--- src/verilog/lan_cmd_cfg.svh ---
// Operation
// [RL1] wait lasts wait code times 100 ms
// [RL2] zero wait code blocks commands until packet
// [RL3] timed wait answers 00, 84, 88 or 92
// [RL4] wait ends 00 on packet, 90 and deactivate
// [RL5] receive chain takes only sockets 80, 90
// [RL6] receive chain answers FE, or 85 if used
// [RL7] packet stored at free head, slot marked full
// [RL8] advance free head, set filled tail, state 00
// [RL9] last free buffer gives state FD, head 00
// [RL10] slot FF empty, 00 full; link 00 ends
// [RL11] host marks slots FF on issue and reuse
// [RL12] host consumes only on state 00 or FD
// [RL13] host takes filled head, relinks, frees slot
// [RL14] host appends freed entry to free chain
// [RL15] host repeats until empty, then writes FC
// [RL16] filled tail 00 means nothing received yet
// [RL17] probe retransmits up to retry limit times
// [RL18] probe reports retry count or 80 exhausted
// [RL19] probe target 40 or above gives 86
// [RL20] loop-back checksum 16 bit on 02, 32 on 04
// [RL21] loop-back echoes bytes, checksum, answers 00
// [RL22] monitor mode refuses these commands with 8A
// [RL23] interrupt on every completion code write
// [RL24] monitor mode stops ordinary work; the code only refuses new commands, running waits and chain reception go on
// [RL25] wait unit divided from the system clock
`ifndef LAN_CMD_CFG_SVH
`define LAN_CMD_CFG_SVH
`define REG_CMD 8'h00
`define REG_RESULT 8'h04
`define REG_CHAIN 8'h08
`define REG_CHAIN2 8'h0C
`define REG_SETUP 8'h10
`define REG_LB_DATA 8'h14
`define REG_LB_CSUM 8'h18
`define ENTRY_PAGE 3'h2
`define CC_OK 8'h00
`define CC_EXHAUST 8'h80
`define CC_BAD_SOCK 8'h84
`define CC_IN_USE 8'h85
`define CC_BAD_NODE 8'h86
`define CC_NOT_SETUP 8'h88
`define CC_MONITOR 8'h8A
`define CC_TIMEOUT 8'h90
`define CC_LIST_OWNED 8'h92
`define CC_LIST_READY 8'hFE
`define BUF_NEW 8'h00
`define BUF_FULL 8'hFD
`define SLOT_FULL 8'h00
`define LINK_END 8'h00
`define SOCK_LIST0 8'h80
`define SOCK_LIST1 8'h90
`define NODE_LIMIT 8'h40
`define CSUM_WIDE 8'h04
`define RESP_OKAY 2'h0
`define RESP_SLVERR 2'h2
`define WAIT_UNIT_MS 100
`define CLK_KHZ 125000
`define WAIT_UNIT_CYCLES (`WAIT_UNIT_MS * `CLK_KHZ)
`endif

--- src/verilog/lan_cmd_pkg.sv ---
package lan_cmd_pkg;
  typedef enum logic [7:0] {
    OP_WAIT = 8'h01,
    OP_CHAIN = 8'h02,
    OP_PROBE = 8'h03,
    OP_LOOP = 8'h04
  } op_t;
  typedef enum logic [1:0] {
    ENG_IDLE = 2'b00,
    ENG_SEND = 2'b01,
    ENG_ACK = 2'b10,
    ENG_LOOP = 2'b11
  } eng_t;
endpackage : lan_cmd_pkg

--- src/verilog/lan_receive_command_engine.sv ---
// The AXI4-Lite interface to the registers and the address map were decided locally.
`timescale 1ns/1ps
`include "lan_cmd_cfg.svh"
module lan_receive_command_engine #(
  parameter int unsigned UNIT_CYCLES = `WAIT_UNIT_CYCLES
) (
  input wire logic clk,
  input wire logic rst_n,
  input wire logic [7:0] s_axi_awaddr,
  input wire logic s_axi_awvalid,
  output logic s_axi_awready,
  input wire logic [31:0] s_axi_wdata,
  input wire logic [3:0] s_axi_wstrb,
  input wire logic s_axi_wvalid,
  output logic s_axi_wready,
  output logic [1:0] s_axi_bresp,
  output logic s_axi_bvalid,
  input wire logic s_axi_bready,
  input wire logic [7:0] s_axi_araddr,
  input wire logic s_axi_arvalid,
  output logic s_axi_arready,
  output logic [31:0] s_axi_rdata,
  output logic [1:0] s_axi_rresp,
  output logic s_axi_rvalid,
  input wire logic s_axi_rready,
  input wire logic monitor_mode,
  input wire logic rx_pkt_valid,
  input wire logic [7:0] rx_pkt_socket,
  input wire logic [7:0] rx_pkt_sender,
  input wire logic [7:0] rx_pkt_len,
  input wire logic probe_ack,
  input wire logic probe_noack,
  output logic probe_tx,
  output logic [7:0] probe_node,
  output logic host_irq
);
  logic awready_r, wready_r, bvalid_r, arready_r, rvalid_r, irq_r;
  logic [1:0] bresp_r, rresp_r;
  logic [31:0] rdata_r, rd_nxt;
  logic wr_en, wr_cmd, busy, cmd_go;
  logic [7:0] op, arg, prm;
  logic [7:0] result_r, wait_res_r;
  logic res_we, res2_we;
  logic [7:0] res_val, res2_val;
  logic start_wait, start_chain, start_probe, start_loop;
  logic [3:0] setup_r;
  logic wait_act_r, wait_zero_r;
  logic [1:0] wait_idx_r;
  logic [7:0] wait_units_r;
  logic [31:0] tick_r;
  logic wait_hit, wait_tmo;
  logic chain_act_r, chain_sel_r, chain_hit;
  logic [7:0] bstate_r, fh_r, ft_r, rh_r, rt_r;
  logic [7:0] link_m [8];
  logic [7:0] occ_m [8];
  logic [7:0] src_m [8];
  logic [7:0] len_m [8];
  lan_cmd_pkg::eng_t eng_r;
  logic [6:0] lim_r, tries_r;
  logic [7:0] node_r, lb_left_r, echo_r;
  logic lb_wide_r, probe_tx_r, probe_done, loop_done;
  logic [31:0] csum_r;

  function automatic logic sock_ok(input logic [7:0] s);
    sock_ok = (s[7:6] == 2'b10) && (s[3:0] == 4'h0);
  endfunction : sock_ok

  function automatic logic [31:0] merge(input logic [31:0] o,
      input logic [31:0] n, input logic [3:0] s);
    for (int i = 0; i < 4; i++)
      merge[i*8 +: 8] = s[i] ? n[i*8 +: 8] : o[i*8 +: 8];
  endfunction : merge

  function automatic logic is_entry(input logic [7:0] a);
    is_entry = (a[7:5] == `ENTRY_PAGE) && (a[1:0] == 2'b00);
  endfunction : is_entry

  function automatic logic mapped(input logic [7:0] a);
    mapped = is_entry(a) || ((a[1:0] == 2'b00) && (a <= `REG_LB_CSUM));
  endfunction : mapped

  function automatic logic [31:0] csum_step(input logic [31:0] c,
      input logic [7:0] b, input logic w);
    if (w)
      csum_step = {c[30:0], c[31]} ^ {24'h000000, b};
    else
      csum_step = {16'h0000, c[14:0], c[15]} ^ {24'h000000, b};
  endfunction : csum_step

  // bus slave: write address and data taken together
  assign wr_en = awready_r;
  always_ff @(posedge clk or negedge rst_n) begin
    if (!rst_n) begin
      awready_r <= 1'b0;
      wready_r <= 1'b0;
      bvalid_r <= 1'b0;
      bresp_r <= `RESP_OKAY;
    end else begin
      awready_r <= 1'b0;
      wready_r <= 1'b0;
      if (bvalid_r && s_axi_bready)
        bvalid_r <= 1'b0;
      if (s_axi_awvalid && s_axi_wvalid && !awready_r && !bvalid_r) begin
        awready_r <= 1'b1;
        wready_r <= 1'b1;
      end
      if (awready_r) begin
        bvalid_r <= 1'b1;
        bresp_r <= mapped(s_axi_awaddr) ? `RESP_OKAY : `RESP_SLVERR;
      end
    end
  end

  always_comb begin
    rd_nxt = 32'h00000000;
    if (is_entry(s_axi_araddr))
      rd_nxt = {len_m[s_axi_araddr[4:2]], src_m[s_axi_araddr[4:2]],
                occ_m[s_axi_araddr[4:2]], link_m[s_axi_araddr[4:2]]};
    else
      case (s_axi_araddr)
        `REG_RESULT: rd_nxt = {15'h0000, busy, wait_res_r, result_r};
        `REG_CHAIN: rd_nxt = {rh_r, ft_r, fh_r, bstate_r};
        `REG_CHAIN2: rd_nxt = {14'h0000, chain_sel_r, chain_act_r,
                               8'h00, rt_r};
        `REG_SETUP: rd_nxt = {28'h0000000, setup_r};
        `REG_LB_DATA: rd_nxt = {24'h000000, echo_r};
        `REG_LB_CSUM: rd_nxt = csum_r;
        default: rd_nxt = 32'h00000000;
      endcase
  end

  always_ff @(posedge clk or negedge rst_n) begin
    if (!rst_n) begin
      arready_r <= 1'b0;
      rvalid_r <= 1'b0;
      rdata_r <= 32'h00000000;
      rresp_r <= `RESP_OKAY;
    end else begin
      arready_r <= s_axi_arvalid && !arready_r && !rvalid_r;
      if (rvalid_r && s_axi_rready)
        rvalid_r <= 1'b0;
      if (arready_r) begin
        rvalid_r <= 1'b1;
        rdata_r <= rd_nxt;
        rresp_r <= mapped(s_axi_araddr) ? `RESP_OKAY : `RESP_SLVERR;
      end
    end
  end

  // command decode and immediate completion codes
  assign busy = wait_zero_r || (eng_r != lan_cmd_pkg::ENG_IDLE);
  assign wr_cmd = wr_en && (s_axi_awaddr == `REG_CMD);
  assign cmd_go = wr_cmd && !busy; // [RL2]
  assign op = s_axi_wdata[7:0];
  assign arg = s_axi_wdata[15:8];
  assign prm = s_axi_wdata[23:16];
  always_comb begin
    res_we = 1'b0;
    res_val = `CC_OK;
    start_wait = 1'b0;
    start_chain = 1'b0;
    start_probe = 1'b0;
    start_loop = 1'b0;
    if (cmd_go) begin
      res_we = 1'b1;
      if (monitor_mode)
        res_val = `CC_MONITOR; // [RL22] [RL24]
      else
        case (op)
          lan_cmd_pkg::OP_WAIT: begin
            if (!sock_ok(arg))
              res_val = `CC_BAD_SOCK; // [RL3]
            else if (chain_act_r && arg[5:4] == {1'b0, chain_sel_r})
              res_val = `CC_LIST_OWNED; // [RL3]
            else if (!setup_r[arg[5:4]])
              res_val = `CC_NOT_SETUP; // [RL3]
            else
              start_wait = 1'b1;
          end
          lan_cmd_pkg::OP_CHAIN: begin
            if (arg != `SOCK_LIST0 && arg != `SOCK_LIST1)
              res_val = `CC_BAD_SOCK; // [RL5]
            else if (chain_act_r || setup_r[arg[5:4]])
              res_val = `CC_IN_USE; // [RL6]
            else begin
              res_val = `CC_LIST_READY; // [RL6]
              start_chain = 1'b1;
            end
          end
          lan_cmd_pkg::OP_PROBE: begin
            res_we = (arg >= `NODE_LIMIT);
            res_val = `CC_BAD_NODE; // [RL19]
            start_probe = !res_we;
          end
          lan_cmd_pkg::OP_LOOP: begin
            res_we = 1'b0;
            start_loop = 1'b1;
          end
          default: res_we = 1'b0;
        endcase
    end
    if (probe_done) begin
      res_we = 1'b1;
      res_val = probe_ack ? {1'b0, tries_r} : `CC_EXHAUST; // [RL18]
    end
    if (loop_done) begin
      res_we = 1'b1;
      res_val = `CC_OK; // [RL21]
    end
  end

  always_ff @(posedge clk or negedge rst_n) begin
    if (!rst_n) begin
      result_r <= `CC_OK;
      wait_res_r <= `CC_OK;
      irq_r <= 1'b0;
    end else begin
      irq_r <= res_we || res2_we || chain_hit; // [RL23] [RL8]
      if (res_we)
        result_r <= res_val;
      if (res2_we)
        wait_res_r <= res2_val;
    end
  end

  // timed wait, unit divided from the system clock
  assign wait_hit = wait_act_r && rx_pkt_valid && sock_ok(rx_pkt_socket)
                    && rx_pkt_socket[5:4] == wait_idx_r;
  assign wait_tmo = wait_act_r && !wait_zero_r && !wait_hit
                    && tick_r == UNIT_CYCLES - 1 && wait_units_r == 8'h01;
  assign res2_we = wait_hit || wait_tmo;
  assign res2_val = wait_hit ? `CC_OK : `CC_TIMEOUT; // [RL4]
  always_ff @(posedge clk or negedge rst_n) begin
    if (!rst_n) begin
      wait_act_r <= 1'b0;
      wait_zero_r <= 1'b0;
      wait_idx_r <= 2'h0;
      wait_units_r <= 8'h00;
      tick_r <= 32'h00000000;
    end else if (start_wait) begin
      wait_act_r <= 1'b1;
      wait_zero_r <= (prm == 8'h00); // [RL2]
      wait_idx_r <= arg[5:4];
      wait_units_r <= prm;
      tick_r <= 32'h00000000;
    end else if (res2_we) begin
      wait_act_r <= 1'b0;
      wait_zero_r <= 1'b0;
    end else if (wait_act_r && !wait_zero_r) begin
      if (tick_r == UNIT_CYCLES - 1) begin // [RL25]
        tick_r <= 32'h00000000;
        wait_units_r <= wait_units_r - 8'h01; // [RL1]
      end else
        tick_r <= tick_r + 32'h00000001;
    end
  end

  always_ff @(posedge clk or negedge rst_n) begin
    if (!rst_n)
      setup_r <= 4'h0;
    else if (wait_tmo)
      setup_r[wait_idx_r] <= 1'b0; // [RL4]
    else if (wr_en && s_axi_awaddr == `REG_SETUP && s_axi_wstrb[0])
      setup_r <= s_axi_wdata[3:0];
  end

  // receive chain: hardware updates win over software writes
  assign chain_hit = chain_act_r && rx_pkt_valid && fh_r != `LINK_END
      && rx_pkt_socket == (chain_sel_r ? `SOCK_LIST1 : `SOCK_LIST0);
  always_ff @(posedge clk or negedge rst_n) begin
    if (!rst_n) begin
      chain_act_r <= 1'b0;
      chain_sel_r <= 1'b0;
      {rh_r, ft_r, fh_r, bstate_r} <= 32'h00000000;
      rt_r <= 8'h00;
      for (int i = 0; i < 8; i++) begin
        link_m[i] <= 8'h00;
        occ_m[i] <= 8'h00;
        src_m[i] <= 8'h00;
        len_m[i] <= 8'h00;
      end
    end else begin
      if (start_chain) begin
        chain_act_r <= 1'b1;
        chain_sel_r <= arg[4];
      end
      if (wr_en && is_entry(s_axi_awaddr))
        {len_m[s_axi_awaddr[4:2]], src_m[s_axi_awaddr[4:2]],
         occ_m[s_axi_awaddr[4:2]], link_m[s_axi_awaddr[4:2]]} <=
          merge({len_m[s_axi_awaddr[4:2]], src_m[s_axi_awaddr[4:2]],
                 occ_m[s_axi_awaddr[4:2]], link_m[s_axi_awaddr[4:2]]},
                s_axi_wdata, s_axi_wstrb);
      if (wr_en && s_axi_awaddr == `REG_CHAIN)
        {rh_r, ft_r, fh_r, bstate_r} <=
          merge({rh_r, ft_r, fh_r, bstate_r}, s_axi_wdata, s_axi_wstrb);
      if (wr_en && s_axi_awaddr == `REG_CHAIN2 && s_axi_wstrb[0])
        rt_r <= s_axi_wdata[7:0];
      if (chain_hit) begin
        occ_m[fh_r[2:0]] <= `SLOT_FULL; // [RL7] [RL10]
        src_m[fh_r[2:0]] <= rx_pkt_sender; // [RL7]
        len_m[fh_r[2:0]] <= rx_pkt_len; // [RL7]
        rt_r <= fh_r; // [RL8] [RL16]
        fh_r <= link_m[fh_r[2:0]]; // [RL8] [RL9]
        bstate_r <= (link_m[fh_r[2:0]] == `LINK_END) ?
                    `BUF_FULL : `BUF_NEW; // [RL9] [RL8]
      end
    end
  end

  // probe and loop-back engine
  assign probe_done = (eng_r == lan_cmd_pkg::ENG_ACK)
      && (probe_ack || (probe_noack && tries_r == lim_r)); // [RL17]
  assign loop_done = (eng_r == lan_cmd_pkg::ENG_LOOP) && lb_left_r == 8'h00;
  always_ff @(posedge clk or negedge rst_n) begin
    if (!rst_n) begin
      eng_r <= lan_cmd_pkg::ENG_IDLE;
      lim_r <= 7'h00;
      tries_r <= 7'h00;
      node_r <= 8'h00;
      probe_tx_r <= 1'b0;
      lb_left_r <= 8'h00;
      lb_wide_r <= 1'b0;
      csum_r <= 32'h00000000;
      echo_r <= 8'h00;
    end else begin
      probe_tx_r <= 1'b0;
      case (eng_r)
        lan_cmd_pkg::ENG_IDLE: begin
          if (start_probe) begin
            lim_r <= prm[6:0]; // [RL17]
            tries_r <= 7'h00;
            node_r <= arg;
            eng_r <= lan_cmd_pkg::ENG_SEND;
          end else if (start_loop) begin
            lb_left_r <= arg;
            lb_wide_r <= (prm == `CSUM_WIDE); // [RL20]
            csum_r <= 32'h00000000;
            eng_r <= lan_cmd_pkg::ENG_LOOP;
          end
        end
        lan_cmd_pkg::ENG_SEND: begin
          probe_tx_r <= 1'b1;
          eng_r <= lan_cmd_pkg::ENG_ACK;
        end
        lan_cmd_pkg::ENG_ACK: begin
          if (probe_done)
            eng_r <= lan_cmd_pkg::ENG_IDLE;
          else if (probe_noack) begin
            tries_r <= tries_r + 7'h01; // [RL17]
            eng_r <= lan_cmd_pkg::ENG_SEND;
          end
        end
        lan_cmd_pkg::ENG_LOOP: begin
          if (loop_done)
            eng_r <= lan_cmd_pkg::ENG_IDLE;
          else if (wr_en && s_axi_awaddr == `REG_LB_DATA) begin
            echo_r <= s_axi_wdata[7:0]; // [RL21]
            csum_r <= csum_step(csum_r, s_axi_wdata[7:0], lb_wide_r);
            lb_left_r <= lb_left_r - 8'h01;
          end
        end
        default: eng_r <= lan_cmd_pkg::ENG_IDLE;
      endcase
    end
  end

  assign s_axi_awready = awready_r;
  assign s_axi_wready = wready_r;
  assign s_axi_bvalid = bvalid_r;
  assign s_axi_bresp = bresp_r;
  assign s_axi_arready = arready_r;
  assign s_axi_rvalid = rvalid_r;
  assign s_axi_rdata = rdata_r;
  assign s_axi_rresp = rresp_r;
  assign probe_tx = probe_tx_r;
  assign probe_node = node_r;
  assign host_irq = irq_r;
endmodule : lan_receive_command_engine
--- config.mk ---
export PLATFORM = sky130hd
export DESIGN_NAME = lan_receive_command_engine
export DESIGN_NICKNAME = d
export VERILOG_FILES = /design/src/verilog/lan_cmd_pkg.sv /design/src/verilog/lan_receive_command_engine.sv
export VERILOG_INCLUDE_DIRS = /design/src /design/src/verilog
export SDC_FILE = /design/constraint.sdc
export NUM_CORES = 1
export LEC_CHECK = 0
export ABC_CLOCK_PERIOD_IN_PS = 4560
export BUFFER_PORTS_ARGS = -buffer_cell sky130_fd_sc_hd__buf_2
export CAP_MARGIN = 20
export CORE_MARGIN = 4
export CORE_UTILIZATION = 38
export DETAILED_ROUTE_END_ITERATION = 8
export PLACE_DENSITY_LB_ADDON = 0.1
export SYNTH_ARGS = -nofsm -noshare
export SYNTH_HDL_FRONTEND = slang
export SYNTH_SLANG_ARGS = --single-unit
--- constraint.sdc ---
create_clock -name clk -period 4.56 [get_ports clk]
set_input_delay 0.228 -clock clk [delete_from_list [all_inputs] [get_ports clk]]
set_output_delay 0.228 -clock clk [all_outputs]
set_load 0.005 [all_outputs]
# [Word level (Yosys, flattened, before mapping)]
# Cells that the tools add are included.
[op_classes] reduce_logical=92 mux=139 add_sub_neg=4 bitwise_logic=11 eq_ne=41 order_cmp=11
[ops] op="8-bit two-way mux" n=50
[ops] op="64-bit bitwise mux" n=6
[ops] op="64-bit two-way mux" n=6
[ops] op="32-bit two-way mux" n=10
[ops] op="8-bit binary-select mux with 3-bit select" n=9
[ops] op="32-bit case mux with 6 select lines" n=1
[ops] op="64-bit bitwise AND" n=1
[ops] op="64-bit NOT" n=1
[ops] op="32-bit case mux with 2 select lines" n=1
[ops] op="8-bit demux with 3-bit select" n=2
[ops] op="8-bit by 5-bit equality test with 1-bit output, second input constant" n=5
[ops] op="1-bit logical AND" n=40
[ops] op="7-bit two-way mux" n=5
[ops] op="32-bit by 1-bit adder with 32-bit output, second input constant" n=1
[ops] op="32-bit by 24-bit equality test with 1-bit output, second input constant" n=1
[ops] op="8-bit by 4-bit equality test with 1-bit output, second input constant" n=4
[ops] op="8-bit logical NOT" n=4
[ops] op="1-bit two-way mux" n=32
[ops] op="32-bit by 8-bit bitwise XOR with 32-bit output" n=1
[ops] op="2-bit nonzero test" n=13
[ops] op="8-bit by 3-bit equality test with 1-bit output, second input constant" n=3
[ops] op="8-bit case mux with 3 select lines" n=1
[ops] op="8-bit by 1-bit equality test with 1-bit output, second input constant" n=2
[ops] op="8-bit by 2-bit equality test with 1-bit output, second input constant" n=2
[ops] op="43 further kinds" n=97
[totals] wordCells=362 regBits=477

# [Depth between registers and ports, before layout]
[logic_depth] ltp_word=11 depth_mapped=10 depth_no_buf=8

# [Least setup slack after synthesis]
# No wires, ideal clock.
[synth_timing] path_type="flip-flop to flip-flop" start="register lb_left_r[0]" end="register result_r[4]" n_path_buf=0 path_stages_with_launch=8 path_slack_ns=2.199 t_arrival_ns=2.235 synth_period_minus_slack_ns=2.361 path_cell_list="dfrtp_1 inv_1 ha_1 or3b_2 or4b_1 nor2_1 a211oi_1 a221o_1"
[synth_between] elab_chain_len=3
[synth_rtl] item="start: declaration" line_no="lan_receive_command_engine.sv:60" source="logic [7:0] node_r, lb_left_r, echo_r;"
[synth_rtl] item="start signal: assignment" line_no="lan_receive_command_engine.sv:335" source="lb_left_r <= arg;"
[synth_rtl] item="start signal: assignment" line_no="lan_receive_command_engine.sv:359" source="lb_left_r <= lb_left_r - 8'h01;"
[synth_rtl] item="8-bit logical NOT *" line_no="lan_receive_command_engine.sv:313" source="assign loop_done = (eng_r == lan_cmd_pkg::ENG_LOOP) && lb_left_r == 8'h00;"
[synth_rtl] item="1-bit logical AND *" line_no="lan_receive_command_engine.sv:313"
[synth_rtl] item="8-bit two-way mux or 1-bit two-way mux (tied branches)" line_no="lan_receive_command_engine.sv:206" source="if (loop_done) begin"
[synth_rtl] item="end signal: assignment" line_no="lan_receive_command_engine.sv:214" source="result_r <= `CC_OK;"
[synth_rtl] item="end signal: assignment" line_no="lan_receive_command_engine.sv:220" source="result_r <= res_val;"
[synth_rtl] item="end: declaration" line_no="lan_receive_command_engine.sv:42" source="logic [7:0] result_r, wait_res_r;"
# Mark *: on every way between the ends. The rest lies on a longest branch, timed or not.
# A chain may end at the register's enable or synchronous reset.

# [Worst setup path in the final report]
[layout_timing] start="register eng_r[1]" end="register csum_r[25]"
[layout_between] elab_chain_len=7
[layout_rtl] item="start: declaration" line_no="lan_receive_command_engine.sv:58" source="lan_cmd_pkg::eng_t eng_r;"
[layout_rtl] item="start signal: assignment" line_no="lan_receive_command_engine.sv:316" source="eng_r <= lan_cmd_pkg::ENG_IDLE;"
[layout_rtl] item="start signal: assignment" line_no="lan_receive_command_engine.sv:333" source="eng_r <= lan_cmd_pkg::ENG_SEND;"
[layout_rtl] item="start signal: assignment" line_no="lan_receive_command_engine.sv:338" source="eng_r <= lan_cmd_pkg::ENG_LOOP;"
[layout_rtl] item="2-bit nonzero test" line_no="lan_receive_command_engine.sv:151" source="assign busy = wait_zero_r || (eng_r != lan_cmd_pkg::ENG_IDLE);"
[layout_rtl] item="1-bit logical OR" line_no="lan_receive_command_engine.sv:151"
[layout_rtl] item="1-bit logical NOT" line_no="lan_receive_command_engine.sv:153" source="assign cmd_go = wr_cmd && !busy;"
[layout_rtl] item="1-bit logical AND" line_no="lan_receive_command_engine.sv:153"
[layout_rtl] item="1-bit two-way mux" line_no="lan_receive_command_engine.sv:164" source="if (cmd_go) begin"
[layout_rtl] item="2-bit != test (no source line)"
[layout_rtl] item="5-bit AND reduction (no source line)"
[layout_rtl] item="end signal: assignment" line_no="lan_receive_command_engine.sv:358" source="csum_r <= csum_step(csum_r, s_axi_wdata[7:0], lb_wide_r);"
[layout_rtl] item="end: declaration" line_no="lan_receive_command_engine.sv:62" source="logic [31:0] csum_r;"
# Parallel ways exist; a longest one is shown, timed or not.

==> run metrics <==
TritonCTS Buffers 56; CTS resizes 0; drt pass-1 iters 5; first-pass GRT wire length 135700 um; GRT Overall Usage 23.99%; Core Region 0.06895 sq mm; Tcrit/Tclk final just under 80%; clock power share between 40% and 50%; Synth Flop Type dfrtp_1; initial antenna violation count 5; dpl hpwl 60260 um; most frequent cells in the layout nor2_1, dfrtp_1, a21oi_1; Die Height 272.5 um; Flop pwr share between 40% and 50%; CP required 5.03 ns; max frequency 279.5 MHz; part of the power in combinational logic 9.0%; Crit Path Max Fanout 48; Internal 0.007236 W; Leakage Power 13.85 nW; post-route DRC violation count 0; gr ovfl total 0; Clock Pin Slew Worst Setup and Hold Paths around 0.06 ns; Post-synth EDFFs 0; # setup viols final 0; final net count 2715; # rows 96; WL per Instance 24.92 um; die area around 0.074 sq mm; Reg2Reg Setup Slack 0.98 ns; final hold vios 0; Largest delay share family, worst path simple AND/OR/NAND/NOR gates; worst-case headroom to the max-slew limit 28.31%; Worst path slowest cell nor3_1; final RePlAce weighted congestion approximately 0.84; Psw 0.002518 W; crit path launch type flop; TritonCTS clock tree done; Syn Area/Cell 10.46 sq um; CP Buf/Inv Count 1; largest net degree at the start of global routing 113; Initial Util between 30 and 40%; Final Max Slew Viols 0; Sw Share 25.82%; flops & latches, synth between 400 and 500; Cell variety after synth 71; Power per Cell Area about 320 mW/mm^2; CP Data Arrival Time between 4 and 5 ns; final core occ 43.93%; CP Class flop to flop; Final Critical Period 3.578 ns; Slew @ Worst Pin approximately 1.1 ns; critical-path cell list nor3_1, nand4_1, or4_4, a21o_2, buf_4, nand2_1, o21ai_0; DR vias/cell 5.774; Max H-tree Level 2; Seq/Total Area, Yosys about 44%; status finished clean; Area Overhead vs Synth 13.95%; via count of the first global-routing pass 20790; Max rail drop VDD ~0.00027 V; drt total wl 89630 um; PortBufs between 100 and 150; # IOs roughly 140; commonest non-fill, non-tap cell in the layout nor2_1; RSZ-0062 raised after global routing no; clock buffer depth 3; Synth warnings 0; clk_lat worst skew 0.63 ns; via count around 21000; proportion of layout cells with a drive suffix above 1 23.49%; Max stage delay on crit path 0.81 ns; Sink Count 468; post-route insts no fill 3597; Critical Path End Type flop; FILL cells 6594; placed cell count 3453; max-cap violations 0; final antenna-violating net count 0; Hold Crit Class input pin to flop; clk_skew between 0.02 and 0.03 ns; chip width 272.5 um; Post-Synthesis Cells 2542; initial DRC count roughly 1800; setup TNS 0 ns; fraction of registers with async set or reset after synthesis 100.0%; Cell Area, Synth about 0.027 sq mm; Root Driver clkbuf_16
## worst register-to-register path, cell delays in order (launching register included)
cell and delay [ns]:
dfrtp_1 0.50, nor3_1 0.81, nand4_1 0.43, or4_4 0.64, a21o_2 0.47, buf_4 0.37, nand2_1 0.13, o21ai_0 0.09
## state kept, by name (all words and copies together) (netlist names), 2 cells and up
register      count
rt_r              8
lb_left_r         8
rh_r              8
src_m            64
fh_r              8
eng_r             2
len_m            64
bstate_r          8
result_r          8
wait_units_r      8
wait_idx_r        2
tries_r           7
echo_r            8
probe_node        8
tick_r           32
lim_r             7
csum_r           32
link_m           64
setup_r           4
occ_m            64
ft_r              8
s_axi_rdata      32
## final timing paths
path                                start       endpoint  depth (start not counted)
setup / recovery                 eng_r[1]     csum_r[25]                          7
hold / removal             s_axi_wdata[1]    bstate_r[1]                          3
setup reg to reg                 eng_r[1]     csum_r[25]                          7
hold reg to reg              s_axi_rvalid  s_axi_arready                          1
max in group asynchronous           rst_n      len_m[40]                          3
min in group asynchronous           rst_n     tick_r[21]                          2
## routing by layer
layer / vias up / wire length, um / global-route usage (%)
met5: - / 39 / 0
met4: 6 / 2460 / 6.304
met3: 151 / 6888 / 5.409
met2: 703 / 41750 / 38.73
met1: 10530 / 38490 / 32.87
li1: 9377 / - / -
## cells by family after synthesis
group | after synthesis | share of synthesized area, %
muxes | 441 | 24.32
other | 1 | 0.01411
and+or+nand+nor | 891 | 15.35
DFF | 468 | 44.06
buffers and inverters | 228 | 3.761
adders and majority gates | 5 | 0.2354
AOI/OAI and AO/OA | 460 | 10.68
xor gates and xnor gates | 48 | 1.582
## layout make-up
type                       instances  area [sq um]  share of cell area (%)
inverter                          23         86.33                  0.2850
sequential                       468         11710                   38.67
clock buffer                      90          1700                   5.614
timing repair buffer             227          1569                   5.180
clock inverter                    10         117.6                  0.3883
antenna                            1         2.502                0.008262
tap                              931          1165                   3.846
multi-input combinational       1847         13930                   46.01
## stage by stage
step	power, W	hold WS, ns	cell area (sq um)	setup WS, ns
after floorplan	0.004872	-0.06759	26580	2.199
after global placement	0.005310	0.3139	28040	1.149
after global routing	0.01011	0.03303	30290	0.8770
after CTS	0.009864	0.001672	30290	1.091
final	0.009754	0.04444	30290	0.9819
after detailed placement	0.005320	0.3178	28040	1.100
## power groups by stage
stage	clock (W)	sequential [W]	combinational [W]
after floorplan	0	0.00440	0.000473
after global placement	0	0.00446	0.000848
after detailed placement	0	0.00446	0.000858
after CTS	0.00459	0.00439	0.000889
after global routing	0.00476	0.00440	0.000956
final	0.00448	0.00439	0.000883
## timing repair
| item | 4_1_cts | 5_1_grt |
|---|---|---|
| hold endpoints to repair | 238 | 0 |
| hold buffers | 43 | 0 |
| setup buffers | 0 | 0 |
## cell usage after synthesis, drive strengths merged, types with 23 or more instances
cell    instances  area share [%]
buf            75             1.5
nor2          469             6.6
nor3           39            0.83
mux4          144              12
a221oi         24            0.79
clkbuf        130             1.9
xnor2          30            0.99
nand4          26            0.67
a21oi         205             3.9
a211oi         75             2.2
dfrtp         468              44
mux2i         144             5.6
nand2         176             2.5
o21ai          90             1.7
nand3          35            0.66
mux2          153             6.5
inv            23            0.32
(Power assumes the default switching activity.)
